File: src/rtl/pmr_pkg.sv
`default_nettype none
package pmr_pkg;

  // ==========================================================
  // register byte offsets
  localparam logic [11:0] PMR_OFS_REDUCED_DRIVE = 12'h250;
  localparam logic [11:0] PMR_OFS_PULL_ENABLE = 12'h254;
  localparam logic [11:0] PMR_OFS_PULL_POLARITY = 12'h258;
  localparam logic [11:0] PMR_OFS_OPEN_DRAIN = 12'h25C;
  localparam logic [11:0] PMR_OFS_ROUTE = 12'h260;

  // ==========================================================
  // reset values
  localparam logic [7:0] PMR_RST_REG = 8'h00;

  // ==========================================================
  // routing fields
  localparam int PMR_SCI_ROUTE_LSB = 6;
  localparam int PMR_SPI_ROUTE_BIT = 4;
  localparam logic [1:0] PMR_SCI_PORT_S = 2'h0;
  localparam logic [1:0] PMR_SCI_PORT_P = 2'h1;
  localparam logic [1:0] PMR_SCI_PORT_M = 2'h2;

  // ==========================================================
  // port m pin roles
  localparam int PMR_PIN_RX = 0;
  localparam int PMR_PIN_TX = 1;
  // spi slots: 0 master in, 1 master out, 2 serial clock, 3 slave select
  localparam int PMR_SPI_SLOT_OF_PIN [8] = '{-1, -1, 0, 3, 1, 2, -1, -1};

  // ==========================================================
  // axi responses
  localparam logic [1:0] PMR_RESP_OKAY = 2'h0;
  localparam logic [1:0] PMR_RESP_SLVERR = 2'h2;

endpackage
`default_nettype wire

File: src/rtl/pmr_top.sv
// How it works
// reduced-drive bit one gives about one fifth drive, zero gives full.
// reduced drive is ignored while the pin is an input.
// reduced drive applies to gpio and routed peripheral drivers alike.
// pull-enable bit turns the pull device on or off for input pins.
// on an output pin the pull acts only in open-drain mode.
// polarity bit one selects pull-down, zero selects pull-up.
// while the can unit is active, pull-down on its receive pin is ignored.
// open-drain bit makes the buffer open-drain whatever function drives it.
// open-drain drives low for zero and leaves the pin floating for one.
// open-drain bit has no effect on an input pin.
// route bits 7:6 put serial tx/rx on port s, port p or port m.
// reserved serial route code 11 acts like the reset route, port s.
// route bit 4 moves the spi lines from port s to port m 2,4,5,3.
// all five registers are readable and writable at any time.
// a peripheral forcing direction never alters the stored direction bit.
// every configuration bit clears to zero on reset.
`default_nettype none
module pmr_top
  import pmr_pkg::*;
#(
  parameter int ADDR_W = 12,
  parameter int PINS = 8
)
(
  input wire logic i_clock,
  input wire logic i_rstn,
  // axi4-lite slave
  input wire logic [ADDR_W-1:0] i_awaddr,
  input wire logic i_awvalid,
  output logic o_awready,
  input wire logic [31:0] i_wdata,
  input wire logic [3:0] i_wstrb,
  input wire logic i_wvalid,
  output logic o_wready,
  output logic [1:0] o_bresp,
  output logic o_bvalid,
  input wire logic i_bready,
  input wire logic [ADDR_W-1:0] i_araddr,
  input wire logic i_arvalid,
  output logic o_arready,
  output logic [31:0] o_rdata,
  output logic [1:0] o_rresp,
  output logic o_rvalid,
  input wire logic i_rready,
  // general purpose side, stored data and direction
  input wire logic [PINS-1:0] i_gpio_data,
  input wire logic [PINS-1:0] i_gpio_dir,
  // primary can unit
  input wire logic i_can_active,
  input wire logic i_can_tx,
  output logic o_can_rx,
  // second serial interface
  input wire logic i_sci_enable,
  input wire logic i_sci_tx,
  output logic o_sci_rx,
  output logic [1:0] o_sci_route,
  input wire logic i_port_s_pin_two,
  input wire logic i_port_p_pin_zero,
  // primary spi unit, slots: master in, master out, clock, slave select
  input wire logic i_spi_enable,
  input wire logic [3:0] i_spi_out,
  input wire logic [3:0] i_spi_oe,
  output logic [3:0] o_spi_in,
  output logic o_spi_on_port_m,
  input wire logic [3:0] i_port_s_spi_in,
  // port m pads
  input wire logic [PINS-1:0] i_pad_in,
  output logic [PINS-1:0] o_pad_out,
  output logic [PINS-1:0] o_pad_oe,
  output logic [PINS-1:0] o_pad_reduced_drive,
  output logic [PINS-1:0] o_pad_pull_up,
  output logic [PINS-1:0] o_pad_pull_down,
  output logic [PINS-1:0] o_pin_is_output
);

  // ==========================================================
  // state
  typedef struct packed {
    logic [PINS-1:0] reduced_drive;
    logic [PINS-1:0] pull_enable;
    logic [PINS-1:0] pull_polarity;
    logic [PINS-1:0] open_drain;
    logic [7:0] route;
    logic aw_held;
    logic [ADDR_W-1:0] aw_addr;
    logic w_held;
    logic [7:0] w_data;
    logic w_lane;
    logic bvalid;
    logic [1:0] bresp;
    logic rvalid;
    logic [31:0] rdata;
    logic [1:0] rresp;
    logic [PINS-1:0] pad_out;
    logic [PINS-1:0] pad_oe;
    logic [PINS-1:0] pad_rd;
    logic [PINS-1:0] pad_pu;
    logic [PINS-1:0] pad_pd;
    logic [PINS-1:0] pin_out;
    logic can_rx;
    logic sci_rx;
    logic [3:0] spi_in;
  } pmr_state_t;

  pmr_state_t state_reg;
  pmr_state_t state_next;

  // ==========================================================
  // routing decode
  logic [1:0] sci_code;
  logic [1:0] sci_route;
  logic spi_route_m;
  logic sci_on_m;
  logic spi_on_m;

  assign sci_code = state_reg.route[PMR_SCI_ROUTE_LSB+1:PMR_SCI_ROUTE_LSB];
  // reserved code falls back to the reset route
  assign sci_route = (sci_code == PMR_SCI_PORT_M || sci_code == PMR_SCI_PORT_P)
                   ? sci_code : PMR_SCI_PORT_S;
  assign spi_route_m = state_reg.route[PMR_SPI_ROUTE_BIT];
  assign sci_on_m = i_sci_enable && (sci_route == PMR_SCI_PORT_M);
  assign spi_on_m = i_spi_enable && spi_route_m;

  // ==========================================================
  // per pin function select and pad shaping
  logic [PINS-1:0] fn_sel;
  logic [PINS-1:0] fn_oe;
  logic [PINS-1:0] fn_out;
  logic [PINS-1:0] eff_oe;
  logic [PINS-1:0] eff_out;
  logic [PINS-1:0] nx_pad_out;
  logic [PINS-1:0] nx_pad_oe;
  logic [PINS-1:0] nx_pad_rd;
  logic [PINS-1:0] nx_pad_pu;
  logic [PINS-1:0] nx_pad_pd;

  genvar gi;
  generate
    for (gi = 0; gi < PINS; gi++)
    begin : g_pin
      localparam int SLOT = (gi < 8) ? PMR_SPI_SLOT_OF_PIN[gi] : -1;
      logic od_active;
      logic pull_on;
      logic pd_blocked;
      if (gi == PMR_PIN_RX)
      begin : g_rx
        // receive pin forced to input by can or serial
        assign fn_sel[gi] = i_can_active || sci_on_m;
        assign fn_oe[gi] = 1'b0;
        assign fn_out[gi] = 1'b0;
      end
      else if (gi == PMR_PIN_TX)
      begin : g_tx
        // can wins over serial when both are enabled
        assign fn_sel[gi] = i_can_active || sci_on_m;
        assign fn_oe[gi] = 1'b1;
        assign fn_out[gi] = i_can_active ? i_can_tx : i_sci_tx;
      end
      else if (SLOT >= 0)
      begin : g_spi
        assign fn_sel[gi] = spi_on_m;
        assign fn_oe[gi] = i_spi_oe[SLOT];
        assign fn_out[gi] = i_spi_out[SLOT];
      end
      else
      begin : g_gpio
        assign fn_sel[gi] = 1'b0;
        assign fn_oe[gi] = 1'b0;
        assign fn_out[gi] = 1'b0;
      end
      // forced direction only overrides, the stored bit is an input here
      assign eff_oe[gi] = fn_sel[gi] ? fn_oe[gi] : i_gpio_dir[gi];
      assign eff_out[gi] = fn_sel[gi] ? fn_out[gi] : i_gpio_data[gi];
      assign od_active = state_reg.open_drain[gi] && eff_oe[gi];
      // open-drain: drive low only, release for a one
      assign nx_pad_oe[gi] = eff_oe[gi] && !(od_active && eff_out[gi]);
      assign nx_pad_out[gi] = od_active ? 1'b0 : eff_out[gi];
      assign nx_pad_rd[gi] = state_reg.reduced_drive[gi] && eff_oe[gi];
      assign pull_on = state_reg.pull_enable[gi] && (!eff_oe[gi] || od_active);
      assign pd_blocked = (gi == PMR_PIN_RX) && i_can_active;
      assign nx_pad_pu[gi] = pull_on && !state_reg.pull_polarity[gi];
      assign nx_pad_pd[gi] = pull_on && state_reg.pull_polarity[gi] && !pd_blocked;
    end
  endgenerate

  // ==========================================================
  // register decode
  function automatic logic [2:0] pmr_decode(input logic [ADDR_W-1:0] addr);
    logic [11:0] a;
    a = 12'(addr);
    unique case ({a[11:2], 2'b00})
      PMR_OFS_REDUCED_DRIVE: pmr_decode = 3'h1;
      PMR_OFS_PULL_ENABLE: pmr_decode = 3'h2;
      PMR_OFS_PULL_POLARITY: pmr_decode = 3'h3;
      PMR_OFS_OPEN_DRAIN: pmr_decode = 3'h4;
      PMR_OFS_ROUTE: pmr_decode = 3'h5;
      default: pmr_decode = 3'h0;
    endcase
  endfunction

  logic aw_take;
  logic w_take;
  logic ar_take;
  logic do_write;
  logic [2:0] wr_sel;
  logic [2:0] rd_sel;
  logic [7:0] rd_byte;

  // one write and one read in flight; each channel waits while it is held
  assign o_awready = !state_reg.aw_held && !state_reg.bvalid;
  assign o_wready = !state_reg.w_held && !state_reg.bvalid;
  assign o_arready = !state_reg.rvalid;
  assign aw_take = i_awvalid && o_awready;
  assign w_take = i_wvalid && o_wready;
  assign ar_take = i_arvalid && o_arready;
  assign do_write = state_reg.aw_held && state_reg.w_held && !state_reg.bvalid;
  assign wr_sel = pmr_decode(state_reg.aw_addr);
  assign rd_sel = pmr_decode(i_araddr);

  always_comb
  begin
    unique case (rd_sel)
      3'h1: rd_byte = state_reg.reduced_drive;
      3'h2: rd_byte = state_reg.pull_enable;
      3'h3: rd_byte = state_reg.pull_polarity;
      3'h4: rd_byte = state_reg.open_drain;
      3'h5: rd_byte = state_reg.route;
      default: rd_byte = 8'h00;
    endcase
  end

  // ==========================================================
  // next state
  always_comb
  begin
    state_next = state_reg;
    // write address and data may arrive in either order
    if (aw_take)
    begin
      state_next.aw_held = 1'b1;
      state_next.aw_addr = i_awaddr;
    end
    if (w_take)
    begin
      state_next.w_held = 1'b1;
      state_next.w_data = i_wdata[7:0];
      state_next.w_lane = i_wstrb[0];
    end
    if (do_write)
    begin
      state_next.aw_held = 1'b0;
      state_next.w_held = 1'b0;
      state_next.bvalid = 1'b1;
      state_next.bresp = (wr_sel == 3'h0) ? PMR_RESP_SLVERR : PMR_RESP_OKAY;
      // only the low lane carries register bits
      if (state_reg.w_lane)
      begin
        unique case (wr_sel)
          3'h1: state_next.reduced_drive = state_reg.w_data;
          3'h2: state_next.pull_enable = state_reg.w_data;
          3'h3: state_next.pull_polarity = state_reg.w_data;
          3'h4: state_next.open_drain = state_reg.w_data;
          3'h5: state_next.route = state_reg.w_data;
          default: state_next.bresp = PMR_RESP_SLVERR;
        endcase
      end
    end
    else if (state_reg.bvalid && i_bready)
    begin
      state_next.bvalid = 1'b0;
    end
    if (ar_take)
    begin
      state_next.rvalid = 1'b1;
      state_next.rdata = {24'h000000, rd_byte};
      state_next.rresp = (rd_sel == 3'h0) ? PMR_RESP_SLVERR : PMR_RESP_OKAY;
    end
    else if (state_reg.rvalid && i_rready)
    begin
      state_next.rvalid = 1'b0;
    end
    // pad side, registered so every pad pin leaves a flip-flop
    state_next.pad_out = nx_pad_out;
    state_next.pad_oe = nx_pad_oe;
    state_next.pad_rd = nx_pad_rd;
    state_next.pad_pu = nx_pad_pu;
    state_next.pad_pd = nx_pad_pd;
    state_next.pin_out = eff_oe;
    // peripheral inputs follow the selected route
    state_next.can_rx = i_pad_in[PMR_PIN_RX];
    unique case (sci_route)
      PMR_SCI_PORT_P: state_next.sci_rx = i_port_p_pin_zero;
      PMR_SCI_PORT_M: state_next.sci_rx = i_pad_in[PMR_PIN_RX];
      default: state_next.sci_rx = i_port_s_pin_two;
    endcase
    state_next.spi_in = spi_route_m
      ? {i_pad_in[3], i_pad_in[5], i_pad_in[4], i_pad_in[2]}
      : i_port_s_spi_in;
  end

  // ==========================================================
  // registers
  always_ff @(posedge i_clock)
  begin
    if (!i_rstn)
    begin
      state_reg <= '0;
      state_reg.reduced_drive <= PMR_RST_REG;
      state_reg.pull_enable <= PMR_RST_REG;
      state_reg.pull_polarity <= PMR_RST_REG;
      state_reg.open_drain <= PMR_RST_REG;
      state_reg.route <= PMR_RST_REG;
    end
    else
    begin
      state_reg <= state_next;
    end
  end

  // ==========================================================
  // outputs
  assign o_bvalid = state_reg.bvalid;
  assign o_bresp = state_reg.bresp;
  assign o_rvalid = state_reg.rvalid;
  assign o_rdata = state_reg.rdata;
  assign o_rresp = state_reg.rresp;
  assign o_pad_out = state_reg.pad_out;
  assign o_pad_oe = state_reg.pad_oe;
  assign o_pad_reduced_drive = state_reg.pad_rd;
  assign o_pad_pull_up = state_reg.pad_pu;
  assign o_pad_pull_down = state_reg.pad_pd;
  assign o_pin_is_output = state_reg.pin_out;
  assign o_can_rx = state_reg.can_rx;
  assign o_sci_rx = state_reg.sci_rx;
  assign o_sci_route = sci_route;
  assign o_spi_in = state_reg.spi_in;
  assign o_spi_on_port_m = spi_on_m;

endmodule
`default_nettype wire
File: config.mk
export PLATFORM = sky130hd
export DESIGN_NAME = pmr_top
export DESIGN_NICKNAME = d
export VERILOG_FILES = /design/src/rtl/pmr_pkg.sv /design/src/rtl/pmr_top.sv
export SDC_FILE = /design/constraint.sdc
export NUM_CORES = 1
export LEC_CHECK = 0
export BUFFER_PORTS_ARGS = -buffer_cell sky130_fd_sc_hd__buf_2
export CAP_MARGIN = 20
export CORE_MARGIN = 1.5
export CORE_UTILIZATION = 44
export DETAILED_ROUTE_END_ITERATION = 10
export MAX_ROUTING_LAYER = met4
export PLACE_DENSITY = 0.76
export SLEW_MARGIN = 20
export SYNTH_ARGS = -nofsm -noshare
export SYNTH_HDL_FRONTEND = slang
export SYNTH_SLANG_ARGS = --single-unit
File: constraint.sdc
create_clock -name i_clock -period 1.33 [get_ports i_clock]
set_input_delay 0.266 -clock i_clock [delete_from_list [all_inputs] [get_ports i_clock]]
set_output_delay 0.266 -clock i_clock [all_outputs]
set_load 0.005 [all_outputs]
# Word-level counts from Yosys, hierarchy flattened
# Cells that the tools add are included.
dict set report totals {
  regBits 131
  input_bits 110
  output_inout_bits 98
  wordCells 209
}
dict set report op_classes {
  n_eq_ne 24
  n_mux 27
  bitwise_logic 1
  n_reduce_logical 126
}
# op n
set ops {}
lappend ops {{equality test 10 x 8 -> 1 bit, second input constant} 10}
lappend ops {{logical AND 1 bit} 68}
lappend ops {{one-hot mux 8 bit (5 select lines)} 1}
lappend ops {{one-hot mux 3 bit (5 select lines)} 2}
lappend ops {{zero test 1 bit} 29}
lappend ops {{OR reduction 2 bit} 9}
lappend ops {{two-way mux 1 bit} 17}
lappend ops {{AND reduction 3 bit} 5}
lappend ops {{equality test 3 x 2 -> 1 bit, second input constant} 4}
lappend ops {{equality test 3 bit, second input constant} 4}
lappend ops {{logical OR 1 bit} 10}
lappend ops {{two-way mux 2 bit} 5}
lappend ops {{equality test 3 x 1 -> 1 bit, second input constant} 2}
lappend ops {{zero test 3 bit} 2}
lappend ops {{OR reduction 5 bit} 1}
lappend ops {{equality test 2 x 1 -> 1 bit, second input constant} 2}
lappend ops {{equality test 2 bit, second input constant} 2}
lappend ops {{two-way mux 4 bit} 1}
lappend ops {{nonzero test 2 bit} 2}
lappend ops {{one-hot mux 1 bit (2 select lines)} 1}
lappend ops {{NOT 1 bit} 1}

# Depth between registers and ports, before layout
dict set report logic_depth {
  depth_word 12
  depth_mapped 6
  mapped_depth_nobuf 6
}

# Worst setup path after synthesis
# Ideal clock, no wire load.
dict set report synth_path {
  path_kind {register -> register}
  from {register state_reg (netlist bit o_bvalid)}
  to {register state_reg[123] (netlist name)}
  arrival_time_ps 1362
  required_time_ps 1258
  slack_ps -104
  path_stages_with_launch 6
  path_buffers 1
  path_cell_list {dfxtp_1 and3b_1 and4_4 and4_4 buf_12 mux2i_1}
}
dict set report synth_via {
  elab_chain_cells 3
}
# item line
set synth_rtl {}
lappend synth_rtl {{start: declaration} pmr_top.sv:106} ;# pmr_state_t state_reg;
lappend synth_rtl {{start signal: assignment} pmr_top.sv:317} ;# state_reg <= state_next;
lappend synth_rtl {{zero test 1 bit} pmr_top.sv:217} ;# assign do_write = state_reg.aw_held && state_reg.w_held && !state_reg.bvalid;
lappend synth_rtl {{logical AND 1 bit} pmr_top.sv:217}
lappend synth_rtl {{AND reduction 3 bit (no source line)} n/a}
# Every way passes these cells.
# A chain may end at the register's enable or synchronous reset.

# Worst setup path in the final report
dict set report layout_path {
  from {register state_reg[109] (netlist name)}
  to {register state_reg[127] (netlist name)}
}
dict set report layout_via {
  elab_chain_cells 4
  word_cells_on_any_way 8
}
# item line
set layout_rtl {}
lappend layout_rtl {{equality test 10 x 8 -> 1 bit} pmr_top.sv:192} ;# unique case ({a[11:2], 2'b00})
lappend layout_rtl {{one-hot mux 3 bit (5 select lines) *} pmr_top.sv:192}
lappend layout_rtl {{equality test 3 bit *} pmr_top.sv:259} ;# unique case (wr_sel)
lappend layout_rtl {{AND reduction 3 bit (no source line) *} n/a}
# Mark *: on every way between the ends. The rest lies on a longest branch, timed or not.

==> flow_summary.json <==
{
  "status": "finished with violations",
  "violations": "setup timing",
  "multi_input_area_sq_mm": 0.00234,
  "grt_pass1_wl_um": 19900,
  "ys_ff_latch": 127,
  "utilization_pct": 57.5,
  "fillCellCount": 1076,
  "num_antenna_cells": 0,
  "rsz0062_at_grt": "yes",
  "synth-edff-count": 0,
  "path_clk_slew_ns": 0.05,
  "die_h_um": 115,
  "cts_tree": "built",
  "via_count": 4307,
  "cap_viol_max_count": 0,
  "async_flop_share_pct": 0,
  "min_path_type": "primary input to register",
  "regArea_sq_mm": 0.00255,
  "layout_commonest_cell": "buf_2",
  "holdBufCountCts": 0,
  "drc": 0,
  "grt_usage_pct": 20.1,
  "mostFrequentLayoutCells": "145 x buf_2, 122 x dfxtp_1, 96 x nand2_1",
  "dp.cells": 848,
  "grt_max_degree": 44,
  "hpwl_um": 9010,
  "cp.arrival_ns": 1.83,
  "area.growth.synth_to_final_pct": 26.7,
  "fmax_mhz": 668,
  "syn-cell-area_sq_mm": 0.00550,
  "synthCells": 581,
  "fp.dieArea_sq_mm": 0.0132,
  "wl_um": 12800,
  "largest_reg_flops": 58,
  "finalHoldViolations": 0,
  "synth_area_per_cell_sq_um": 9.47,
  "vdd_drop_max_uv": 877,
  "fin_ws_ns": -0.167,
  "slew_violations": 0,
  "ys_seq_area_share_pct": 46.2,
  "wire_per_inst_um": 14.4,
  "ant_nets": 0,
  "drt_pass1_iterations": 6,
  "finalCritPeriodShare_pct": 113,
  "cp-end-kind": "register",
  "post-place-ws_ns": -0.222,
  "synthFlopType": "dfxtp_1",
  "synth_cell_type_count": 46,
  "cts_made_buffers": 17,
  "die_w_um": 115,
  "initial_core_util_pct": 45.4,
  "p_total_w": 0.00951,
  "drtIter0Drc": 218,
  "cts_max_level": 4,
  "fin_cells": 889,
  "grt_pass1_vias": 4242,
  "r2r_cells": 5,
  "leakage_nw": 3.39,
  "ios": 208,
  "worst_slew_pin_slew_ns": 0.510,
  "antenna_found_initial": 0,
  "numClockSinks": 127,
  "fp.coreArea_sq_mm": 0.0121,
  "gr-total-overflow": 0,
  "relSlewSlack_pct": 65.9,
  "gp_congestion": 0.855,
  "critPathKind": "register to register",
  "viasPerCell": 4.84,
  "clock_path_buffers": 2,
  "rows": 40,
  "holdPathStages": 2,
  "setup_viol": 44,
  "io_buffers": 147,
  "dpl-instance-area_sq_mm": 0.00609,
  "stdcell_area_sq_mm": 0.00697,
  "finalNetCount": 822,
  "power.density_mw_per_mm2": 1370,
  "period_needed_ns": 1.50,
  "start_kind": "register",
  "required_ns": 1.66,
  "insertion_delay_ns": 0.41,
  "ys_warn_count": 0,
  "root_buffer": "clkbuf_16",
  "skew_ns": 0.00763,
  "drive_gt1_share_pct": 36.9,
  "path_max_fanout": 4
}
==> cell families (layout without fill, tap and decap cells) <==
kind of cell | Yosys count | count (layout) | synth area share, %
other | 1 | 26 | 0.0682
buffers and inverters | 121 | 236 | 15.1
adder cells (fa/ha/maj) | 4 | 4 | 0.910
flip-flops | 127 | 127 | 46.2
multiplexers | 65 | 65 | 12.8
AND/OR/NAND/NOR | 182 | 182 | 15.8
AO/OA/AOI/OAI | 81 | 81 | 9.17
==> routing by layer <==
layer  share of wire [%]  global-route usage, %  up-vias  wire length, um
li1                    -                      -     2105                -
met1                  42                   22.8     2032             5380
met2                  50                   34.3      158             6440
met3                 6.4                   6.38       12              823
met4                0.99                   5.84        0              127
met5                   0                      -        -                0
==> final timing paths <==
path	startpoint	end	slack, ns
hold / removal	i_rready	o_rvalid	0.04
setup reg to reg	state_reg[109]	state_reg[127]	-0.17
setup / recovery	state_reg[109]	state_reg[127]	-0.17
hold reg to reg	state_reg[108]	state_reg[108]	0.45
==> per-stage QoR <==
| step | setup TNS [ns] | hold WS, ns |
|---|---|---|
| floorplan | -0.934 | 0.342 |
| global placement | -3.33 | 0.440 |
| detailed placement | -5.00 | 0.440 |
| CTS | -3.76 | 0.0274 |
| global route | -6.27 | 0.0435 |
| finish | -3.95 | 0.0399 |
==> repair_timing <==
item                                    in CTS  in global routing
endpoints found under the setup margin      57                 65
gates resized for setup                     22                 22
pin swaps                                    6                  7
buffers inserted                             6                  3
hold endpoints to repair                     0                  0
==> Yosys cell counts (2+ instances only) <==
library cell,count,area (sq um)
a22oi_1,4,30.0
nand4b_1,2,17.5
nor4b_1,2,17.5
and2_1,7,43.8
and4bb_2,2,25.0
o21ai_0,13,65.1
ha_1,4,50.1
nand2_1,98,368
dfxtp_1,127,2540
a22o_1,5,43.8
buf_6,2,22.5
a21boi_0,3,22.5
o2bb2ai_1,5,43.8
nor3_1,4,20.0
a211oi_1,7,52.6
buf_2,3,15.0
mux4_2,2,45.0
nor3b_1,5,37.5
nor2b_1,4,25.0
nor2_1,39,146
clkbuf_1,12,45.0
o211a_1,2,20.0
buf_4,91,683
inv_1,11,41.3
a21oi_1,36,180
and3_1,7,43.8
and4_4,2,22.5
mux2i_1,54,541
o21bai_1,4,30.0
mux2_2,8,90.1
==> critical path, stage by stage (launching register included) <==
cell and delay, ns:
dfxtp_1 0.30, and4bb_2 0.31, and4_4 0.23, and4_4 0.27
buf_12 0.13, mux2i_1 0.18
==> report_power, final <==
group          internal (W)  switching [W]  total, W
sequential          0.00391      0.0000462   0.00395
combinational      0.000309       0.000361  0.000670
clock               0.00328        0.00162   0.00489
total               0.00749        0.00202   0.00951
==> final cells by class <==
class                      instances  area share [%]
clock buffer                      22            6.81
clock inverter                    10            2.28
inverter                          11           0.664
multi-input combinational        358            33.6
sequential                       127            36.6
tap                              168            3.02
timing repair buffer             193            17.0
(Power assumes the default switching activity.)
